--- src/irq_prio_pkg.sv ---
// Package: register offsets, bit positions, reset values and source indices of the interrupt block
package irq_prio_pkg;
    // Register offsets on the plain register port
    localparam logic [7:0] PRIORITY_SELECT_LOW_OFS = 8'hA9;
    localparam logic [7:0] PRIORITY_SELECT_HIGH_OFS = 8'hB9;
    localparam logic [7:0] COMPARE_TIMER_CONTROL_OFS = 8'hE1;
    localparam logic [7:0] REQ_FLAGS_OFS = 8'hC0;
    localparam logic [7:0] STD_FLAGS_OFS = 8'hC1;
    localparam logic [7:0] ENABLE_A_OFS = 8'hC2;
    localparam logic [7:0] ENABLE_B_OFS = 8'hC3;
    localparam logic [7:0] MODE_CTRL_OFS = 8'hC4;
    localparam logic [7:0] SVC_STATUS_OFS = 8'hC5;
    localparam logic [7:0] EVT_STATUS_OFS = 8'hC6;
    localparam logic [7:0] EVT_CLEAR_OFS = 8'hC7;
    localparam logic [7:0] EVT_ENABLE_OFS = 8'hC8;
    // Bit positions in the converter/external flag register
    localparam int REQ_CONV_BIT = 0;
    localparam int REQ_EXT2_BIT = 1;
    localparam int REQ_T2OVF_BIT = 6;
    localparam int REQ_T2RLD_BIT = 7;
    // Bit positions in the standard flag register
    localparam int STD_EXT0_BIT = 0;
    localparam int STD_EXT1_BIT = 1;
    localparam int STD_T0_BIT = 2;
    localparam int STD_T1_BIT = 3;
    localparam int STD_S0_BIT = 4;
    localparam int STD_S1_BIT = 5;
    // Mode control bits, then the compare timer flag bit and the group count
    localparam int MODE_EXT0_EDGE_BIT = 0;
    localparam int MODE_EXT1_EDGE_BIT = 1;
    localparam int MODE_EXT2_RISE_BIT = 2;
    localparam int MODE_EXT3_RISE_BIT = 3;
    localparam int MODE_T2_RELOAD_EN_BIT = 4;
    localparam int MODE_GLOBAL_DIS_BIT = 7;
    localparam int CT_FLAG_BIT = 3;
    localparam int GROUP_BITS = 6;
    // Reset values
    localparam logic [7:0] REG_RESET = 8'h00;
    localparam logic [7:0] EN_A_RESET = 8'h00;
    // Source indices in poll order: group g holds sources 3g, 3g+1, 3g+2
    localparam int NUM_SLOTS = 18;
    localparam int NUM_SRC = 14;
    localparam logic [4:0] SRC_NONE = 5'h1F;
    // Vector addresses per slot, zero where the slot is empty
    localparam logic [15:0] VECTORS [NUM_SLOTS] = '{
        16'h0003, 16'h0083, 16'h0043,
        16'h000B, 16'h0000, 16'h004B,
        16'h0013, 16'h0000, 16'h0053,
        16'h001B, 16'h009B, 16'h005B,
        16'h0023, 16'h0000, 16'h0063,
        16'h002B, 16'h0000, 16'h006B
    };
    localparam logic [NUM_SLOTS-1:0] SLOT_USED = 18'h3FEDB ^ 18'h0E4C9 ^ 18'h0E4C9;
    typedef enum logic [2:0] {
        ST_IDLE = 3'b001,
        ST_VECTOR = 3'b010,
        ST_WAIT = 3'b100
    } ack_state_e;
endpackage : irq_prio_pkg

--- src/irq_prio_ctrl.sv ---
// Request flags, enables, four-level priority arbitration and vector request
`timescale 1ns/1ns
`default_nettype none
// Overview of operation
// - Converter flag set at conversion end, software clears
// - Ext 2..6 flags: edge or compare, auto-clear
// - Compare 4,0,1,2,3 set flags 2..6
// - Timer 2 overflow flag, software clear only
// - Reload flag set on falling edge when enabled
// - Timer 2 request is OR of both flags
// - Compare timer flag, hardware clears on vectoring
// - Software writes set or clear any flag except level-mode ext0/1
// - Level mode ext0/1 flags follow the pin
// - Per-source enables plus global disable bit
// - Six groups of pairs and triplets share level
// - Level from both registers, high register MSB
// - Preempt only by strictly higher level
// - Highest level among simultaneous requests wins first
// - Equal level: earlier group, then earlier member wins
// - Fixed order never causes preemption
// - Priority registers use bits 0..5 at addresses
// - Taking a request loads fixed vector per source
module irq_prio_ctrl
    import irq_prio_pkg::*;
(
    // Clock and reset
    input wire logic i_ref_clk,
    input wire logic i_reset,
    // Register port
    input wire logic [7:0] i_addr,
    input wire logic [7:0] i_wdata,
    input wire logic i_wr,
    input wire logic i_rd,
    output logic [7:0] o_rdata,
    // Event inputs, one-cycle pulses, and pins
    input wire logic i_conv_done,
    input wire logic [6:2] i_ext_pin,
    input wire logic [4:0] i_compare_evt,
    input wire logic i_timer2_ovf,
    input wire logic i_timer2_reload_pin,
    input wire logic i_cmp_timer_ovf,
    input wire logic i_timer0_ovf,
    input wire logic i_timer1_ovf,
    input wire logic i_ext0_pin,
    input wire logic i_ext1_pin,
    input wire logic i_serial0_req,
    input wire logic i_serial1_req,
    // CPU core handshake
    input wire logic i_vec_ack,
    input wire logic i_reti,
    output logic o_vec_req,
    output logic [15:0] o_vec_addr,
    output logic [1:0] o_active_level,
    // Event interrupt
    output logic o_irq
);
    logic [7:0] req_q, std_q, en_a_q, en_b_q, mode_q, prio_lo_q, prio_hi_q, compare_timer_control_q;
    logic [7:0] evt_q, evt_en_q;
    logic [6:2] ext_pin_q;
    logic t2_pin_q, ext0_pin_q, ext1_pin_q;
    logic [3:0] in_svc_q;
    logic [4:0] slot_q;
    logic [15:0] vec_q;
    ack_state_e state_q;

    // Write decode
    wire wr_req = i_wr && i_addr == REQ_FLAGS_OFS;
    wire wr_std = i_wr && i_addr == STD_FLAGS_OFS;
    wire wr_ct = i_wr && i_addr == COMPARE_TIMER_CONTROL_OFS;
    wire wr_evt_clr = i_wr && i_addr == EVT_CLEAR_OFS;

    // Edge detection on sampled pins; mode bits pick the active edge of ext2 and ext3
    wire [6:2] rise = i_ext_pin & ~ext_pin_q;
    wire [6:2] fall = ~i_ext_pin & ext_pin_q;
    wire ext2_edge = mode_q[MODE_EXT2_RISE_BIT] ? rise[2] : fall[2];
    wire ext3_edge = mode_q[MODE_EXT3_RISE_BIT] ? rise[3] : fall[3];
    wire [6:2] ext_set = {rise[6], rise[5], rise[4], ext3_edge, ext2_edge}
        | {i_compare_evt[3], i_compare_evt[2], i_compare_evt[1], i_compare_evt[0],
           i_compare_evt[4]};
    wire t2_reload_set = ~i_timer2_reload_pin & t2_pin_q
        & mode_q[MODE_T2_RELOAD_EN_BIT];
    wire ext0_fall = ~i_ext0_pin & ext0_pin_q;
    wire ext1_fall = ~i_ext1_pin & ext1_pin_q;
    wire ext0_edge_mode = mode_q[MODE_EXT0_EDGE_BIT];
    wire ext1_edge_mode = mode_q[MODE_EXT1_EDGE_BIT];

    // Requests by slot; level-mode ext0/1 are the inverted pin directly
    wire ext0_req = ext0_edge_mode ? std_q[STD_EXT0_BIT] : ~i_ext0_pin;
    wire ext1_req = ext1_edge_mode ? std_q[STD_EXT1_BIT] : ~i_ext1_pin;
    wire t2_req = req_q[REQ_T2OVF_BIT] | req_q[REQ_T2RLD_BIT];
    wire [NUM_SLOTS-1:0] raw_req = {
        req_q[5], 1'b0, t2_req,
        req_q[4], 1'b0, std_q[STD_S0_BIT] | i_serial0_req,
        req_q[3], compare_timer_control_q[CT_FLAG_BIT], std_q[STD_T1_BIT],
        req_q[2], 1'b0, ext1_req,
        req_q[1], 1'b0, std_q[STD_T0_BIT],
        req_q[REQ_CONV_BIT], std_q[STD_S1_BIT] | i_serial1_req, ext0_req};
    // Enables: en_a bits 0..7, en_b bits 0..5 in the same slot order, unused slots skipped
    wire [NUM_SRC-1:0] src_en = {en_b_q[5:0], en_a_q[7:0]};
    wire [NUM_SLOTS-1:0] slot_en = {src_en[13], 1'b0, src_en[12],
        src_en[11], 1'b0, src_en[10], src_en[9:7], src_en[6], 1'b0, src_en[5],
        src_en[4], 1'b0, src_en[3], src_en[2:0]};
    wire global_off = mode_q[MODE_GLOBAL_DIS_BIT];
    wire [NUM_SLOTS-1:0] pend = raw_req & slot_en & {NUM_SLOTS{~global_off}};

    // Arbitration: best level first, then lowest slot index
    logic [4:0] win_slot;
    logic [1:0] win_lvl;
    logic win_found;
    always_comb begin
        win_slot = SRC_NONE;
        win_lvl = 2'h0;
        win_found = 1'b0;
        for (int i = 0; i < NUM_SLOTS; i++) begin
            if (pend[i] && (!win_found
                || {prio_hi_q[i/3], prio_lo_q[i/3]} > win_lvl)) begin
                win_found = 1'b1;
                win_lvl = {prio_hi_q[i/3], prio_lo_q[i/3]};
                win_slot = 5'(i);
            end
        end
    end
    // Highest level now in service
    logic [1:0] cur_lvl;
    logic any_svc;
    always_comb begin
        cur_lvl = 2'h0;
        any_svc = |in_svc_q;
        for (int l = 0; l < 4; l++) begin
            if (in_svc_q[l]) begin
                cur_lvl = 2'(l);
            end
        end
    end
    // Strictly higher level only, so the within-level order never preempts
    wire can_take = win_found && (!any_svc || win_lvl > cur_lvl);
    wire take = state_q == ST_IDLE && can_take;
    wire ack = state_q == ST_VECTOR && i_vec_ack;
    wire [1:0] take_lvl = {prio_hi_q[slot_q/3], prio_lo_q[slot_q/3]};
    wire [NUM_SLOTS-1:0] ack_clr = ack ? (NUM_SLOTS'(1) << slot_q) : '0;

    // Flag updates: hardware set wins over a same-cycle clear
    wire [7:0] req_d = ((wr_req ? i_wdata : req_q)
        & ~{1'b0, 1'b0, ack_clr[17], ack_clr[14], ack_clr[11], ack_clr[8], ack_clr[5], 1'b0})
        | {t2_reload_set, i_timer2_ovf, ext_set, i_conv_done};
    wire [7:0] std_wr = wr_std ? i_wdata : std_q;
    wire [7:0] std_d = {2'b00,
        std_wr[STD_S1_BIT], std_wr[STD_S0_BIT],
        (std_wr[STD_T1_BIT] & ~ack_clr[9]) | i_timer1_ovf,
        (std_wr[STD_T0_BIT] & ~ack_clr[3]) | i_timer0_ovf,
        ext1_edge_mode ? ((std_wr[STD_EXT1_BIT] & ~ack_clr[6]) | ext1_fall)
            : ~i_ext1_pin,
        ext0_edge_mode ? ((std_wr[STD_EXT0_BIT] & ~ack_clr[0]) | ext0_fall)
            : ~i_ext0_pin};
    wire ct_d = ((wr_ct ? i_wdata[CT_FLAG_BIT] : compare_timer_control_q[CT_FLAG_BIT]) & ~ack_clr[10])
        | i_cmp_timer_ovf;
    wire [7:0] evt_now = {4'h0, ack, take, i_reti & any_svc, 1'b0};
    wire [7:0] evt_d = (evt_q & ~(wr_evt_clr ? i_wdata : 8'h00)) | evt_now;

    always_ff @(posedge i_ref_clk or posedge i_reset) begin
        if (i_reset) begin
            req_q <= REG_RESET;
            std_q <= REG_RESET;
            compare_timer_control_q <= REG_RESET;
            evt_q <= REG_RESET;
            // Matches each pin's idle level (ext2..6 low, reload and ext0/1 high), so release of reset makes no false edge
            ext_pin_q <= '0;
            t2_pin_q <= 1'b1;
            ext0_pin_q <= 1'b1;
            ext1_pin_q <= 1'b1;
        end else begin
            req_q <= req_d;
            std_q <= std_d;
            compare_timer_control_q <= {compare_timer_control_q[7:4], ct_d, compare_timer_control_q[2:0]};
            evt_q <= evt_d;
            ext_pin_q <= i_ext_pin;
            t2_pin_q <= i_timer2_reload_pin;
            ext0_pin_q <= i_ext0_pin;
            ext1_pin_q <= i_ext1_pin;
            if (wr_ct) begin
                compare_timer_control_q[7:4] <= i_wdata[7:4];
                compare_timer_control_q[2:0] <= i_wdata[2:0];
            end
        end
    end

    // Configuration registers
    always_ff @(posedge i_ref_clk or posedge i_reset) begin
        if (i_reset) begin
            en_a_q <= EN_A_RESET;
            en_b_q <= REG_RESET;
            mode_q <= REG_RESET;
            prio_lo_q <= REG_RESET;
            prio_hi_q <= REG_RESET;
            evt_en_q <= REG_RESET;
        end else if (i_wr) begin
            if (i_addr == ENABLE_A_OFS) en_a_q <= i_wdata;
            if (i_addr == ENABLE_B_OFS) en_b_q <= {2'b00, i_wdata[5:0]};
            if (i_addr == MODE_CTRL_OFS) mode_q <= i_wdata;
            if (i_addr == PRIORITY_SELECT_LOW_OFS) prio_lo_q <= i_wdata;
            if (i_addr == PRIORITY_SELECT_HIGH_OFS) prio_hi_q <= {2'b00, i_wdata[5:0]};
            if (i_addr == EVT_ENABLE_OFS) evt_en_q <= i_wdata;
        end
    end

    // Vector request sequencer and in-service levels
    always_ff @(posedge i_ref_clk or posedge i_reset) begin
        if (i_reset) begin
            state_q <= ST_IDLE;
            slot_q <= SRC_NONE;
            vec_q <= 16'h0000;
            in_svc_q <= 4'h0;
        end else begin
            case (state_q)
                ST_IDLE: begin
                    if (take) begin
                        state_q <= ST_VECTOR;
                        slot_q <= win_slot;
                        vec_q <= VECTORS[win_slot];
                    end
                end
                ST_VECTOR: begin
                    if (i_vec_ack) begin
                        state_q <= ST_WAIT;
                        in_svc_q[take_lvl] <= 1'b1;
                    end
                end
                ST_WAIT: begin
                    state_q <= ST_IDLE;
                end
                default: begin
                    state_q <= ST_IDLE;
                end
            endcase
            if (i_reti && state_q != ST_VECTOR) begin
                in_svc_q[cur_lvl] <= 1'b0;
            end
        end
    end

    // Read mux, data one cycle after the strobe
    logic [7:0] rd_mux;
    always_comb begin
        case (i_addr)
            REQ_FLAGS_OFS: rd_mux = req_q;
            STD_FLAGS_OFS: rd_mux = std_q;
            ENABLE_A_OFS: rd_mux = en_a_q;
            ENABLE_B_OFS: rd_mux = en_b_q;
            MODE_CTRL_OFS: rd_mux = mode_q;
            PRIORITY_SELECT_LOW_OFS: rd_mux = prio_lo_q;
            PRIORITY_SELECT_HIGH_OFS: rd_mux = prio_hi_q;
            COMPARE_TIMER_CONTROL_OFS: rd_mux = compare_timer_control_q;
            SVC_STATUS_OFS: rd_mux = {4'h0, in_svc_q};
            EVT_STATUS_OFS: rd_mux = evt_q;
            EVT_ENABLE_OFS: rd_mux = evt_en_q;
            default: rd_mux = 8'h00;
        endcase
    end
    always_ff @(posedge i_ref_clk or posedge i_reset) begin
        if (i_reset) begin
            o_rdata <= 8'h00;
        end else begin
            o_rdata <= i_rd ? rd_mux : 8'h00;
        end
    end

    assign o_vec_req = state_q == ST_VECTOR;
    assign o_vec_addr = vec_q;
    assign o_active_level = cur_lvl;
    assign o_irq = |(evt_q & evt_en_q);

    // Checks
    conv_set_a: assert property (@(posedge i_ref_clk) disable iff (i_reset)
        i_conv_done |=> req_q[REQ_CONV_BIT]) else $error("converter flag not set");
    cmp_map_a: assert property (@(posedge i_ref_clk) disable iff (i_reset)
        i_compare_evt[4] |=> req_q[REQ_EXT2_BIT]) else $error("compare 4 lost");
    auto_clr_a: assert property (@(posedge i_ref_clk) disable iff (i_reset)
        ack && slot_q == 5'd5 && !ext_set[2] |=> !req_q[REQ_EXT2_BIT])
        else $error("ext2 not cleared");
    t2_hold_a: assert property (@(posedge i_ref_clk) disable iff (i_reset)
        req_q[REQ_T2OVF_BIT] && !wr_req |=> req_q[REQ_T2OVF_BIT])
        else $error("timer2 flag lost");
    reload_set_a: assert property (@(posedge i_ref_clk) disable iff (i_reset)
        t2_reload_set |=> req_q[REQ_T2RLD_BIT]) else $error("reload flag not set");
    global_off_a: assert property (@(posedge i_ref_clk) disable iff (i_reset)
        global_off |-> !take) else $error("request while disabled");
    // Checked against the raw in-service bits, not the derived current level
    no_preempt_a: assert property (@(posedge i_ref_clk) disable iff (i_reset)
        take |-> (in_svc_q >> win_lvl) == 4'h0) else $error("equal level preempt");
    vec_hold_a: assert property (@(posedge i_ref_clk) disable iff (i_reset)
        o_vec_req && !i_vec_ack |=> o_vec_req && $stable(o_vec_addr))
        else $error("vector dropped");
    c_take: cover property (@(posedge i_ref_clk) take);
    c_nest: cover property (@(posedge i_ref_clk) take && any_svc);
    c_irq: cover property (@(posedge i_ref_clk) o_irq);
endmodule : irq_prio_ctrl
`default_nettype wire

--- config.mk ---
export PLATFORM = sky130hd
export DESIGN_NAME = irq_prio_ctrl
export DESIGN_NICKNAME = d
export VERILOG_FILES = /design/src/irq_prio_pkg.sv /design/src/irq_prio_ctrl.sv
export SDC_FILE = /design/constraint.sdc
export NUM_CORES = 1
export LEC_CHECK = 0
export ABC_AREA = 0
export ABC_CLOCK_PERIOD_IN_PS = 15300
export BUFFER_PORTS_ARGS = -buffer_cell sky130_fd_sc_hd__buf_2
export CAP_MARGIN = 20
export CORE_MARGIN = 10
export CORE_UTILIZATION = 35
export DETAILED_ROUTE_END_ITERATION = 16
export PLACE_DENSITY_LB_ADDON = 0.3
export RECOVER_POWER = 50
export SYNTH_ARGS = -nofsm -noshare
export SYNTH_HDL_FRONTEND = slang
export SYNTH_SLANG_ARGS = --single-unit
export TNS_END_PERCENT = 100
--- constraint.sdc ---
create_clock -name i_ref_clk -period 15.3 [get_ports i_ref_clk]
set_input_delay 3.825 -clock i_ref_clk [delete_from_list [all_inputs] [get_ports i_ref_clk]]
set_output_delay 3.825 -clock i_ref_clk [all_outputs]
set_load 0.01 [all_outputs]
**Word level (Yosys, flattened, before mapping)**

Memory sizes are Yosys's and may differ from the RTL's. A register that Yosys moved wholly into a read port is not among the register bits.
Index checks and enable logic that the tools add are counted.

- Div/mod/pow operators: 1
- $lt $le $gt $ge: 23
- Equal/unequal tests: 17
- Shift-type cells: 1
- Multiplexer cells: 84
- Bitwise gates (word level): 45
- Reduce and logical (&&, ||, !) cells: 73

Operator list:

| kind | number |
|---|---|
| $eq A8 B8 Y1 const B | 12 |
| $mux W5 | 18 |
| $pmux W8 S11 | 1 |
| $mux W2 | 20 |
| $and A18 B18 Y18 | 2 |
| $gt A2 B2 Y1 | 18 |
| $div A5 B2 Y32 const B | 1 |
| $lt A32 B4 Y1 const B | 1 |
| $mux W1 | 30 |
| $logic_and A1 B1 Y1 | 27 |
| $and A8 B8 Y8 | 3 |
| $mux W8 | 3 |
| $logic_not A1 Y1 | 18 |
| $logic_or A1 B1 Y1 | 18 |
| $mux W18 | 1 |
| $shl A1 B5 Y18 const A | 1 |
| $mux W4 | 4 |
| $reduce_and A2 Y1 | 8 |
| $and A1 B1 Y1 | 10 |
| $not A1 Y1 | 9 |
| $not A6 Y8 | 1 |
| $not A8 Y8 | 1 |
| $or A1 B1 Y1 | 8 |
| $or A8 B4 Y8 | 1 |
| 22 further kinds | 28 |

- Bits in registers: 102
- ROM bits: 512
- Input port bits: 42
- Word-level logic and storage cells: 265
- Memories kept: 1

Memories:

| memory | words | bits a word | read ports | clocked after Yosys merged registers in | wr ports | line | RTL |
|---|---|---|---|---|---|---|---|
| (name not given) | 32 | 16 | 1 | 1 | 0 | irq_prio_ctrl.sv:219 | `vec_q <= VECTORS[win_slot];` |

**Longest topological paths before layout**

Gate-level depths: netlist of the first run.

- Depth after elaboration: 79
- Mapped depth: 91

**Worst setup path after synthesis of the first run**

No wires, ideal clock.

- Path type: input-to-reg
- Start point: in i_ext0_pin
- End point: reg vec_q[1], in the netlist o_vec_addr[1]
- Setup time: 0.136 ns
- Arrival: 19.785 ns
- Slack: -4.621 ns
- Stages: 85
- Cell sequence: nor2b_1 nor4_4 or2_1 and2_1 ha_1 nor3_1 o21ai_0 a21oi_1 mux2_2 ha_1 nor3_1 o21ai_0 a211oi_1 nor2_1 mux2_2 ha_1 nor2_1 nand2_1 (+49 left out) a21oi_1 or2_1 mux2_2 ha_1 nand2_1 o21ai_0 a21o_1 and2_1 mux2_2 ha_1 nor2b_1 o21ai_0 nand2_1 nand3_1 nor2_1 nand2_1 a21oi_1 a32oi_1

- Longest elaborated chain between the ends: 78
- Elaborated cells between the ends (all ways): 132
- Those cells by class: order compare (18); mux (55); bitwise (4); reduce/logical (55)

Ends and longest elaborated chain:

| element | line | RTL |
|---|---|---|
| start, declared | irq_prio_ctrl.sv:44 | `input wire logic i_ext0_pin,` |
| $not A1 Y1 (*) | irq_prio_ctrl.sv:88 | `wire ext0_req = ext0_edge_mode ? std_q[STD_EXT0_BIT] : ~i_ext0_pin;` |
| $mux W1 (*) | irq_prio_ctrl.sv:88 |  |
| $and A18 B18 Y18 (*) (2 in series) | irq_prio_ctrl.sv:104 | `wire [NUM_SLOTS-1:0] pend = raw_req & slot_en & {NUM_SLOTS{~global_off}};` |
| $mux W2 or $mux W1 (tied branches) | irq_prio_ctrl.sv:115 | `if (pend[i] && (!win_found` |
| $gt A2 B2 Y1 or $logic_not A1 Y1 (tied branches) | irq_prio_ctrl.sv:116, irq_prio_ctrl.sv:115 |  |
| $logic_or A1 B1 Y1 | irq_prio_ctrl.sv:116 | `\|\| {prio_hi_q[i/3], prio_lo_q[i/3]} > win_lvl)) begin` |
| $logic_and A1 B1 Y1 | irq_prio_ctrl.sv:115 |  |
| $mux W2 or $mux W1 (tied branches) | irq_prio_ctrl.sv:115 |  |
| (+61 left out) | - |  |
| $logic_or A1 B1 Y1 | irq_prio_ctrl.sv:116 |  |
| $logic_and A1 B1 Y1 | irq_prio_ctrl.sv:115 |  |
| $mux W2 | irq_prio_ctrl.sv:115 |  |
| $gt A2 B2 Y1 | irq_prio_ctrl.sv:136 | `wire can_take = win_found && (!any_svc \|\| win_lvl > cur_lvl);` |
| $logic_or A1 B1 Y1 | irq_prio_ctrl.sv:136 |  |
| $logic_and A1 B1 Y1 | irq_prio_ctrl.sv:136 |  |
| $logic_and A1 B1 Y1 | irq_prio_ctrl.sv:137 | `wire take = state_q == ST_IDLE && can_take;` |
| $reduce_and A2 Y1 (no line) | - |  |
| end, declared | irq_prio_ctrl.sv:63 | `logic [15:0] vec_q;` |

Every way passes the cells marked *; elsewhere a longest branch is shown, timed or not.
A chain may end at the register's enable or synchronous reset.

**Worst setup path after layout of the first run**

- Start point: in i_serial1_req
- End point: reg slot_q[0]

- Longest elaborated chain between the ends: 74
- Elaborated cells between the ends (all ways): 124
- Those cells by class: order compare (17); mux (51); bitwise (3); reduce/logical (53)

Ends and longest elaborated chain:

| element | line | RTL |
|---|---|---|
| start, declared | irq_prio_ctrl.sv:47 | `input wire logic i_serial1_req,` |
| $or A1 B1 Y1 (*) | irq_prio_ctrl.sv:97 | `req_q[REQ_CONV_BIT], std_q[STD_S1_BIT] \| i_serial1_req, ext0_req};` |
| $and A18 B18 Y18 (*) (2 in series) | irq_prio_ctrl.sv:104 |  |
| $logic_and A1 B1 Y1 (*) | irq_prio_ctrl.sv:115 |  |
| $mux W2 or $mux W1 (tied branches) | irq_prio_ctrl.sv:115 |  |
| $gt A2 B2 Y1 or $logic_not A1 Y1 (tied branches) | irq_prio_ctrl.sv:116, irq_prio_ctrl.sv:115 |  |
| $logic_or A1 B1 Y1 | irq_prio_ctrl.sv:116 |  |
| $logic_and A1 B1 Y1 | irq_prio_ctrl.sv:115 |  |
| $mux W2 or $mux W1 (tied branches) | irq_prio_ctrl.sv:115 |  |
| (+57 left out) | - |  |
| $logic_or A1 B1 Y1 | irq_prio_ctrl.sv:116 |  |
| $logic_and A1 B1 Y1 | irq_prio_ctrl.sv:115 |  |
| $mux W2 | irq_prio_ctrl.sv:115 |  |
| $gt A2 B2 Y1 | irq_prio_ctrl.sv:136 |  |
| $logic_or A1 B1 Y1 | irq_prio_ctrl.sv:136 |  |
| $logic_and A1 B1 Y1 | irq_prio_ctrl.sv:136 |  |
| $logic_and A1 B1 Y1 | irq_prio_ctrl.sv:137 |  |
| $reduce_and A2 Y1 (no line) | - |  |
| end signal, assigned | irq_prio_ctrl.sv:218 | `slot_q <= win_slot;` |
| end, declared | irq_prio_ctrl.sv:62 | `logic [4:0] slot_q;` |

Marks and branches as above.

==> results of run 1 <==
## flip-flops by register name, summed over array words and instances (netlist names)
name	count
compare_timer_control_q	8
en_a_q	8
en_b_q	6
evt_en_q	8
evt_q	8
ext0_pin_q	1
ext1_pin_q	1
ext_pin_q	5
in_svc_q	4
mode_q	8
o_rdata	8
o_vec_addr	6
prio_hi_q	6
prio_lo_q	8
req_q	8
slot_q	5
state_q	3
std_q	6
t2_pin_q	1
## cells by family (layout without fill, tap and decap cells)
| logic type | count (synthesis) | after routing | synth area share (%) |
|---|---|---|---|
| and+or+nand+nor | 237 | 237 | 17.74 |
| AOI/OAI and AO/OA | 192 | 192 | 19.41 |
| DFF | 108 | 108 | 38.98 |
| muxes | 88 | 88 | 14.99 |
| buffers and inverters | 66 | 203 | 4.242 |
| adders and majority gates | 25 | 25 | 4.457 |
| other | 1 | 9 | 0.05387 |
| xor gates and xnor gates | 1 | 1 | 0.1258 |
## placed cells by master, fill, tap and decap left out, types with 10 or more instances in the layout
cell / Yosys / routed
nand3_1: 20 / 18
nor3_1: 18 / 14
ha_1: 24 / 15
mux2i_1: 27 / 27
o21ai_0: 42 / 32
dfrtp_1: 99 / 99
a31oi_1: 14 / 14
a22oi_1: 13 / 13
a21oi_1: 28 / 18
inv_1: 28 / 24
nand2_1: 69 / 64
mux2_2: 52 / 46
nor2b_1: 12 / 10
nor2_1: 48 / 40
buf_2: 2 / 53
buf_4: 10 / 92
## worst reg2reg max path: cells and delay by family, from the launching register on
kind / cells / cell delay, ns
compound gates: 35 / 4.78
fa+ha+maj: 13 / 3.51
buf+inv: 1 / 0.14
flops: 1 / 0.53
mux: 9 / 2.55
simple gates: 26 / 3.61
## metrics by stage
stage / TNS (ns) / instances / hold slack (ns)
after global routing: -47.11 / 1128 / 0.5073
after global placement: -38.34 / 1088 / 0.4875
after floorplan: -40.25 / 726 / 0.4655
after detailed placement: -44.38 / 1088 / 0.4825
after CTS: -35.76 / 1119 / 0.5049
final: -36.74 / 1128 / 0.4994
## power groups by stage
stage | sequential, mW | clock, mW | combinational (mW)
detailed placement | 0.365 | 0 | 0.410
finish | 0.361 | 0.242 | 0.465
global placement | 0.364 | 0 | 0.405
CTS | 0.359 | 0.244 | 0.438
floorplan | 0.346 | 0 | 0.291
global route | 0.365 | 0.257 | 0.506
## how the worst max path moves through the flow
stage / start / to / depth (start not counted)
6_report: i_serial1_req / slot_q[0] / 85
5_1_grt: i_ext0_pin / o_vec_addr[5] / 89
4_1_cts: i_ext0_pin / o_vec_addr[5] / 89
3_5_place_dp: i_serial1_req / o_vec_addr[3] / 88
3_3_place_gp: i_serial1_req / o_vec_addr[3] / 88
2_1_floorplan: i_ext0_pin / o_vec_addr[5] / 87
## Yosys cell counts, types with 3 or more instances
master / n / area [µm²]
and2_1: 10 / 62.56
a211o_1: 3 / 26.28
o211ai_1: 3 / 22.52
a221oi_1: 5 / 43.79
o21ai_0: 42 / 210.2
mux2_2: 52 / 585.6
nand3_1: 20 / 100.1
o31ai_1: 5 / 37.54
and3_1: 6 / 37.54
nor3_1: 18 / 90.09
a31oi_1: 14 / 87.58
nor2b_1: 12 / 75.07
clkbuf_1: 24 / 90.09
inv_1: 28 / 105.1
dfrtp_1: 99 / 2477
and4_1: 3 / 26.28
nor4_1: 5 / 31.28
nor2_1: 48 / 180.2
nand2_1: 69 / 259.0
o21bai_1: 5 / 37.54
mux4_2: 7 / 157.7
mux2i_1: 27 / 270.3
a21oi_1: 28 / 140.1
a22o_1: 8 / 70.07
nand3b_1: 7 / 52.55
a21o_1: 9 / 67.56
or2_2: 4 / 25.02
or2_1: 3 / 18.77
a211oi_1: 9 / 67.56
a22oi_1: 13 / 97.59
o22ai_1: 3 / 18.77
ha_1: 24 / 300.3
nand2b_1: 4 / 25.02
buf_4: 10 / 75.07
or3_1: 7 / 43.79
a21boi_0: 6 / 45.04
dfstp_2: 9 / 236.5
## repair_timing
item / CTS / global route
setup endpoints to repair: 14 / 14
pin swaps: 46 / 33
buffers inserted: 15 / 9
cloned: 0 / 0
gates resized for setup: 21 / 23
## layout make-up
cell class,count,area share (%)
Clock buffer,10,2.549
Clock inverter,6,0.7940
Inverter,29,1.282
Multi-Input combinational cell,552,49.62
Sequential cell,108,30.21
Tap cell,265,3.691
Timing Repair Buffer,158,11.85
## per-layer routing
metal  global-route usage [%]  share of wire, %  vias to the layer above  wire (µm)
met4                    5.749               2.3                        0        545
met5                        0                 0                        -          0
met3                    3.432               6.6                       29       1551
met2                    27.27                46                      229      10760
li1                         -                 -                     2946          -
met1                    24.12                45                     3137      10590
==> metrics.cfg, run 1 <==
[cts]
insertion_delay_ns=0.36
cts_root_buffer=clkbuf_16
cts_buffers=9
cts_tree=done
cts.clk_slew.worst_paths_ns=0.07
clk_path_buf_depth=2
cts_hold_buffers=0
h-tree-depth=3
numClockSinks=108

[global_routing]
track_usage_pct=17.60
grt_remaining_overflow=0
grt_antenna_before_repair=0
grt_pass1_wl_um=36480
grt_max_degree=76
grt_pass1_vias=6345

[hold_path]
whs_path_depth=1
worstHoldPathType=register to register
holdPathEnd=o_vec_addr[7]
hold_start=o_vec_addr[7]

[placed_design]
hpwl_um=17720
gp_congestion=0.9731
postPlaceCellArea_um2=8313
place_worst_setup_slack_ns=-3.229
port_buffers=60

[cells_and_area]
regArea_um2=2714
antenna_cells=0
fillCellCount=1894
syn_to_final_growth_pct=29.03
nNetsFinal=924
final_core_util_pct=46.00
postLayoutCellArea_um2=8982
drive_gt1_share_pct=37.78
multiInputGateArea_um2=4457

[timing]
fin_ws_ns=-2.709
max_freq_mhz=55.53
finalSetupViolations=14
rsz0062_at_grt=true
slew_violations=0
final-hold-violation-count=0
timing.final.crit_period_ns=18.01
post-route-period-util_pct=117.7
relSlewSlack_pct=0.5529
worst-slew-pin-transition_ns=1.484
final.setup_skew_ns=0.01295

[die]
initial_core_util_pct=35.65
core_um2=19530
rows=51
die_y_um=161.0
die_area_um2=25930
io_pins=70
die_x_um=161.0

[pwr]
p_sw_uw=395.4
intPower_uw=672.9
p_comb_share_pct=43.6
p_clk_share_pct=22.7
p_per_area_nw_per_um2=118.9
seqPwrFrac_pct=33.8
ir_worst_vdd_mv=0.07709
finalPower_mw=1.068
power_switching_share_pct=37.01
p_leak_nw=4.063

[drt]
drt-wirelength-per-cell_um=20.79
dr.pass1.iters=5
ant_nets=0
via_count=6341
avgViaCountPerCell=5.621
drtIter0Drc=590
drt_wl_total_um=23450
drc=0

[synth]
syn_avg_cell_area_um2=9.696
ys.flop_type=dfrtp_1
ys_seq_elements=108
synthArstFlopShare_pct=100.0
synth_area_um2=6962
synth_cells=718
synth_edf_count=0
synth-seq-area-share_pct=38.98
yosys_warnings=0
ys_types=88

[worst_setup_path]
cp_top_family=compound AO/OA/AOI/OAI gates
cp_max_fo=4
crit_type=primary input to register
reg2reg_depth=84
cp_slowest_cell=maj3_2
reg2reg_to=slot_q[0]
arrival_ns=18.29
cp_slowest_stage_delay_ns=0.35
cp.required_ns=15.58
cp-end-kind=register
reg2reg_slack_ns=0.11
r2r-start=mode_q[0]
cp.buffers_inverters=2
crit_path_start_kind=primary input

[run]
cap_violations=1

[outcome]
status=finished, violations left
violations=capacitance limit, setup timing

Note: power is estimated with default switching activity, not from simulation.
==> run 2, diff against run 1 <==
--- a/config.mk
+++ b/config.mk
@@ -6,12 +6,12 @@
 export NUM_CORES = 1
 export LEC_CHECK = 0
 export ABC_AREA = 0
-export ABC_CLOCK_PERIOD_IN_PS = 15300
-export BUFFER_PORTS_ARGS = -buffer_cell sky130_fd_sc_hd__buf_2
+export ABC_CLOCK_PERIOD_IN_PS = 15700
 export CAP_MARGIN = 20
 export CORE_MARGIN = 10
 export CORE_UTILIZATION = 35
 export DETAILED_ROUTE_END_ITERATION = 16
+export DONT_BUFFER_PORTS = 1
 export PLACE_DENSITY_LB_ADDON = 0.3
 export RECOVER_POWER = 50
 export SYNTH_ARGS = -nofsm -noshare
==> constraint.sdc (replaced) <==
create_clock -name i_ref_clk -period 15.7 [get_ports i_ref_clk]
set_input_delay 3.925 -clock i_ref_clk [delete_from_list [all_inputs] [get_ports i_ref_clk]]
set_output_delay 3.925 -clock i_ref_clk [all_outputs]
set_load 0.01 [all_outputs]
==> metrics.cfg, run 2 (synthesis results as in run 1) <==
[timing]
max_freq_mhz=55.47
fin_ws_ns=-2.329
post-route-period-util_pct=114.8
hold_ws_ns=0.5128
finalSetupViolations=14
worst-slew-pin-transition_ns=3.901
rsz0062_at_grt=true
relSlewSlack_pct=-160.1
final-hold-violation-count=0
slew_violations=111
final.setup_skew_ns=0.009470
timing.final.crit_period_ns=18.03

[hold_path]
whs_path_depth=1
worstHoldPathType=register to register
hold_start=en_a_q[0]
holdPathEnd=en_a_q[0]

[worst_setup_path]
cp_slowest_cell=mux2_4
cp_slowest_stage_delay_ns=0.36
crit_top_cell=ha_4
arrival_ns=18.28
reg2reg_depth=88
crit_path_start_kind=primary input
cp.required_ns=15.95
r2r-start=mode_q[0]
cp_max_fo=6
reg2reg_to=o_vec_addr[5]
crit_type=primary input to register
reg2reg_slack_ns=0.54
cp-end-kind=register

[die]
rows=51
io_pins=70
die_area_um2=25930
die_y_um=161.0
die_x_um=161.0
core_um2=19530
initial_core_util_pct=35.65

[cells_and_area]
multiInputGateArea_um2=4494
final_cell_mix=buf_4, dfrtp_1, nand2_1, mux2_2, nor2_1
drive_gt1_share_pct=35.84
fillCellCount=1876
nNetsFinal=884
regArea_um2=2714
mostFrequentLayoutCell=buf_4
instances_no_fill=1091
final_core_util_pct=45.26
syn_to_final_growth_pct=26.96

[drt]
ant_nets=0
drt-wirelength-per-cell_um=21.52
drtIter0Drc=443
via_count=6261
drt_wl_total_um=23480
top_layer=met4
wl_met1_um=10300
dr.pass1.iters=5
avgViaCountPerCell=5.739
drc=0
met3_length_um=1628
wl_met2_um=11210

[placed_design]
dpl.cell_count=1021
port_buffers=0
hpwl_um=17200
gp_congestion=0.9185
place_worst_setup_slack_ns=-2.926

[global_routing]
grt_pass1_wl_um=36780
grt_antenna_before_repair=2
grt_pass1_vias=6294
grt_max_degree=73
track_usage_pct=17.78
grt_remaining_overflow=0

[pwr]
p_per_area_nw_per_um2=114.8
p_leak_nw=3.921
ir_worst_vdd_mv=0.1140

[cts]
cts_hold_buffers=0
cts_buffers=9
h-tree-depth=3
clk_path_buf_depth=2
insertion_delay_ns=0.36
numClockSinks=108
cts_tree=done
cts_root_buffer=clkbuf_16
cts.clk_slew.worst_paths_ns=0.08

[outcome]
status=finished, violations left
violations=capacitance limit, slew limit, setup timing

[run]
cap_violations=2

==> run 2: layout make-up <==
cell class / instances / area share (%)
Antenna cell: 3 / 0.08494
Clock buffer: 9 / 2.548
Clock inverter: 7 / 0.6937
Inverter: 29 / 1.302
Multi-Input combinational cell: 552 / 50.85
Sequential cell: 108 / 30.70
Tap cell: 265 / 3.751
Timing Repair Buffer: 118 / 10.07
==> run 2: timing repair <==
action                     CTS  global route
gates resized for setup     19            23
pin swaps                   17            13
buffers inserted            41            10
setup endpoints to repair   14            14
==> run 2: worst max-delay path, delay by kind of cell <==
kind / cells / cell delay [ns]
mux: 8 / 2.31
buf+inv: 2 / 0.14
compound gates: 38 / 5.16
simple gates: 27 / 3.43
fa+ha+maj: 13 / 3.27
==> run 2: metrics by stage <==
| stage | power (mW) | setup TNS [ns] | area (µm²) |
|---|---|---|---|
| global route | 1.072 | -41.50 | 8836 |
| global placement | 0.7282 | -36.49 | 7960 |
| finish | 1.014 | -31.55 | 8838 |
| CTS | 0.9845 | -30.80 | 8647 |
| floorplan | 0.6212 | -36.05 | 7313 |
| detailed placement | 0.7316 | -40.01 | 7960 |
==> run 2: report_power, final <==
group / switching (mW) / internal, mW
Sequential: 0.0436 / 0.312
Clock: 0.114 / 0.111
Combinational: 0.225 / 0.209
Total: 0.383 / 0.631
==> run 2: worst max-delay path by stage <==
| stage | end | slack, ns | from |
|---|---|---|---|
| 5_1_grt | o_vec_addr[1] | -3.06 | i_serial1_req |
| 2_1_floorplan | o_vec_addr[5] | -2.68 | i_ext0_pin |
| 3_3_place_gp | o_vec_addr[3] | -2.68 | i_serial1_req |
| 6_report | o_vec_addr[5] | -2.33 | i_serial1_req |
| 4_1_cts | slot_q[0] | -2.27 | i_serial1_req |
| 3_5_place_dp | o_vec_addr[3] | -2.93 | i_serial1_req |
==> run 2: routing by layer <==
| layer | global-route usage, % | vias up |
|---|---|---|
| li1 | - | 2880 |
| met5 | 0 | - |
| met1 | 23.98 | 3140 |
| met3 | 3.915 | 24 |
| met2 | 28.25 | 217 |
| met4 | 4.549 | 0 |
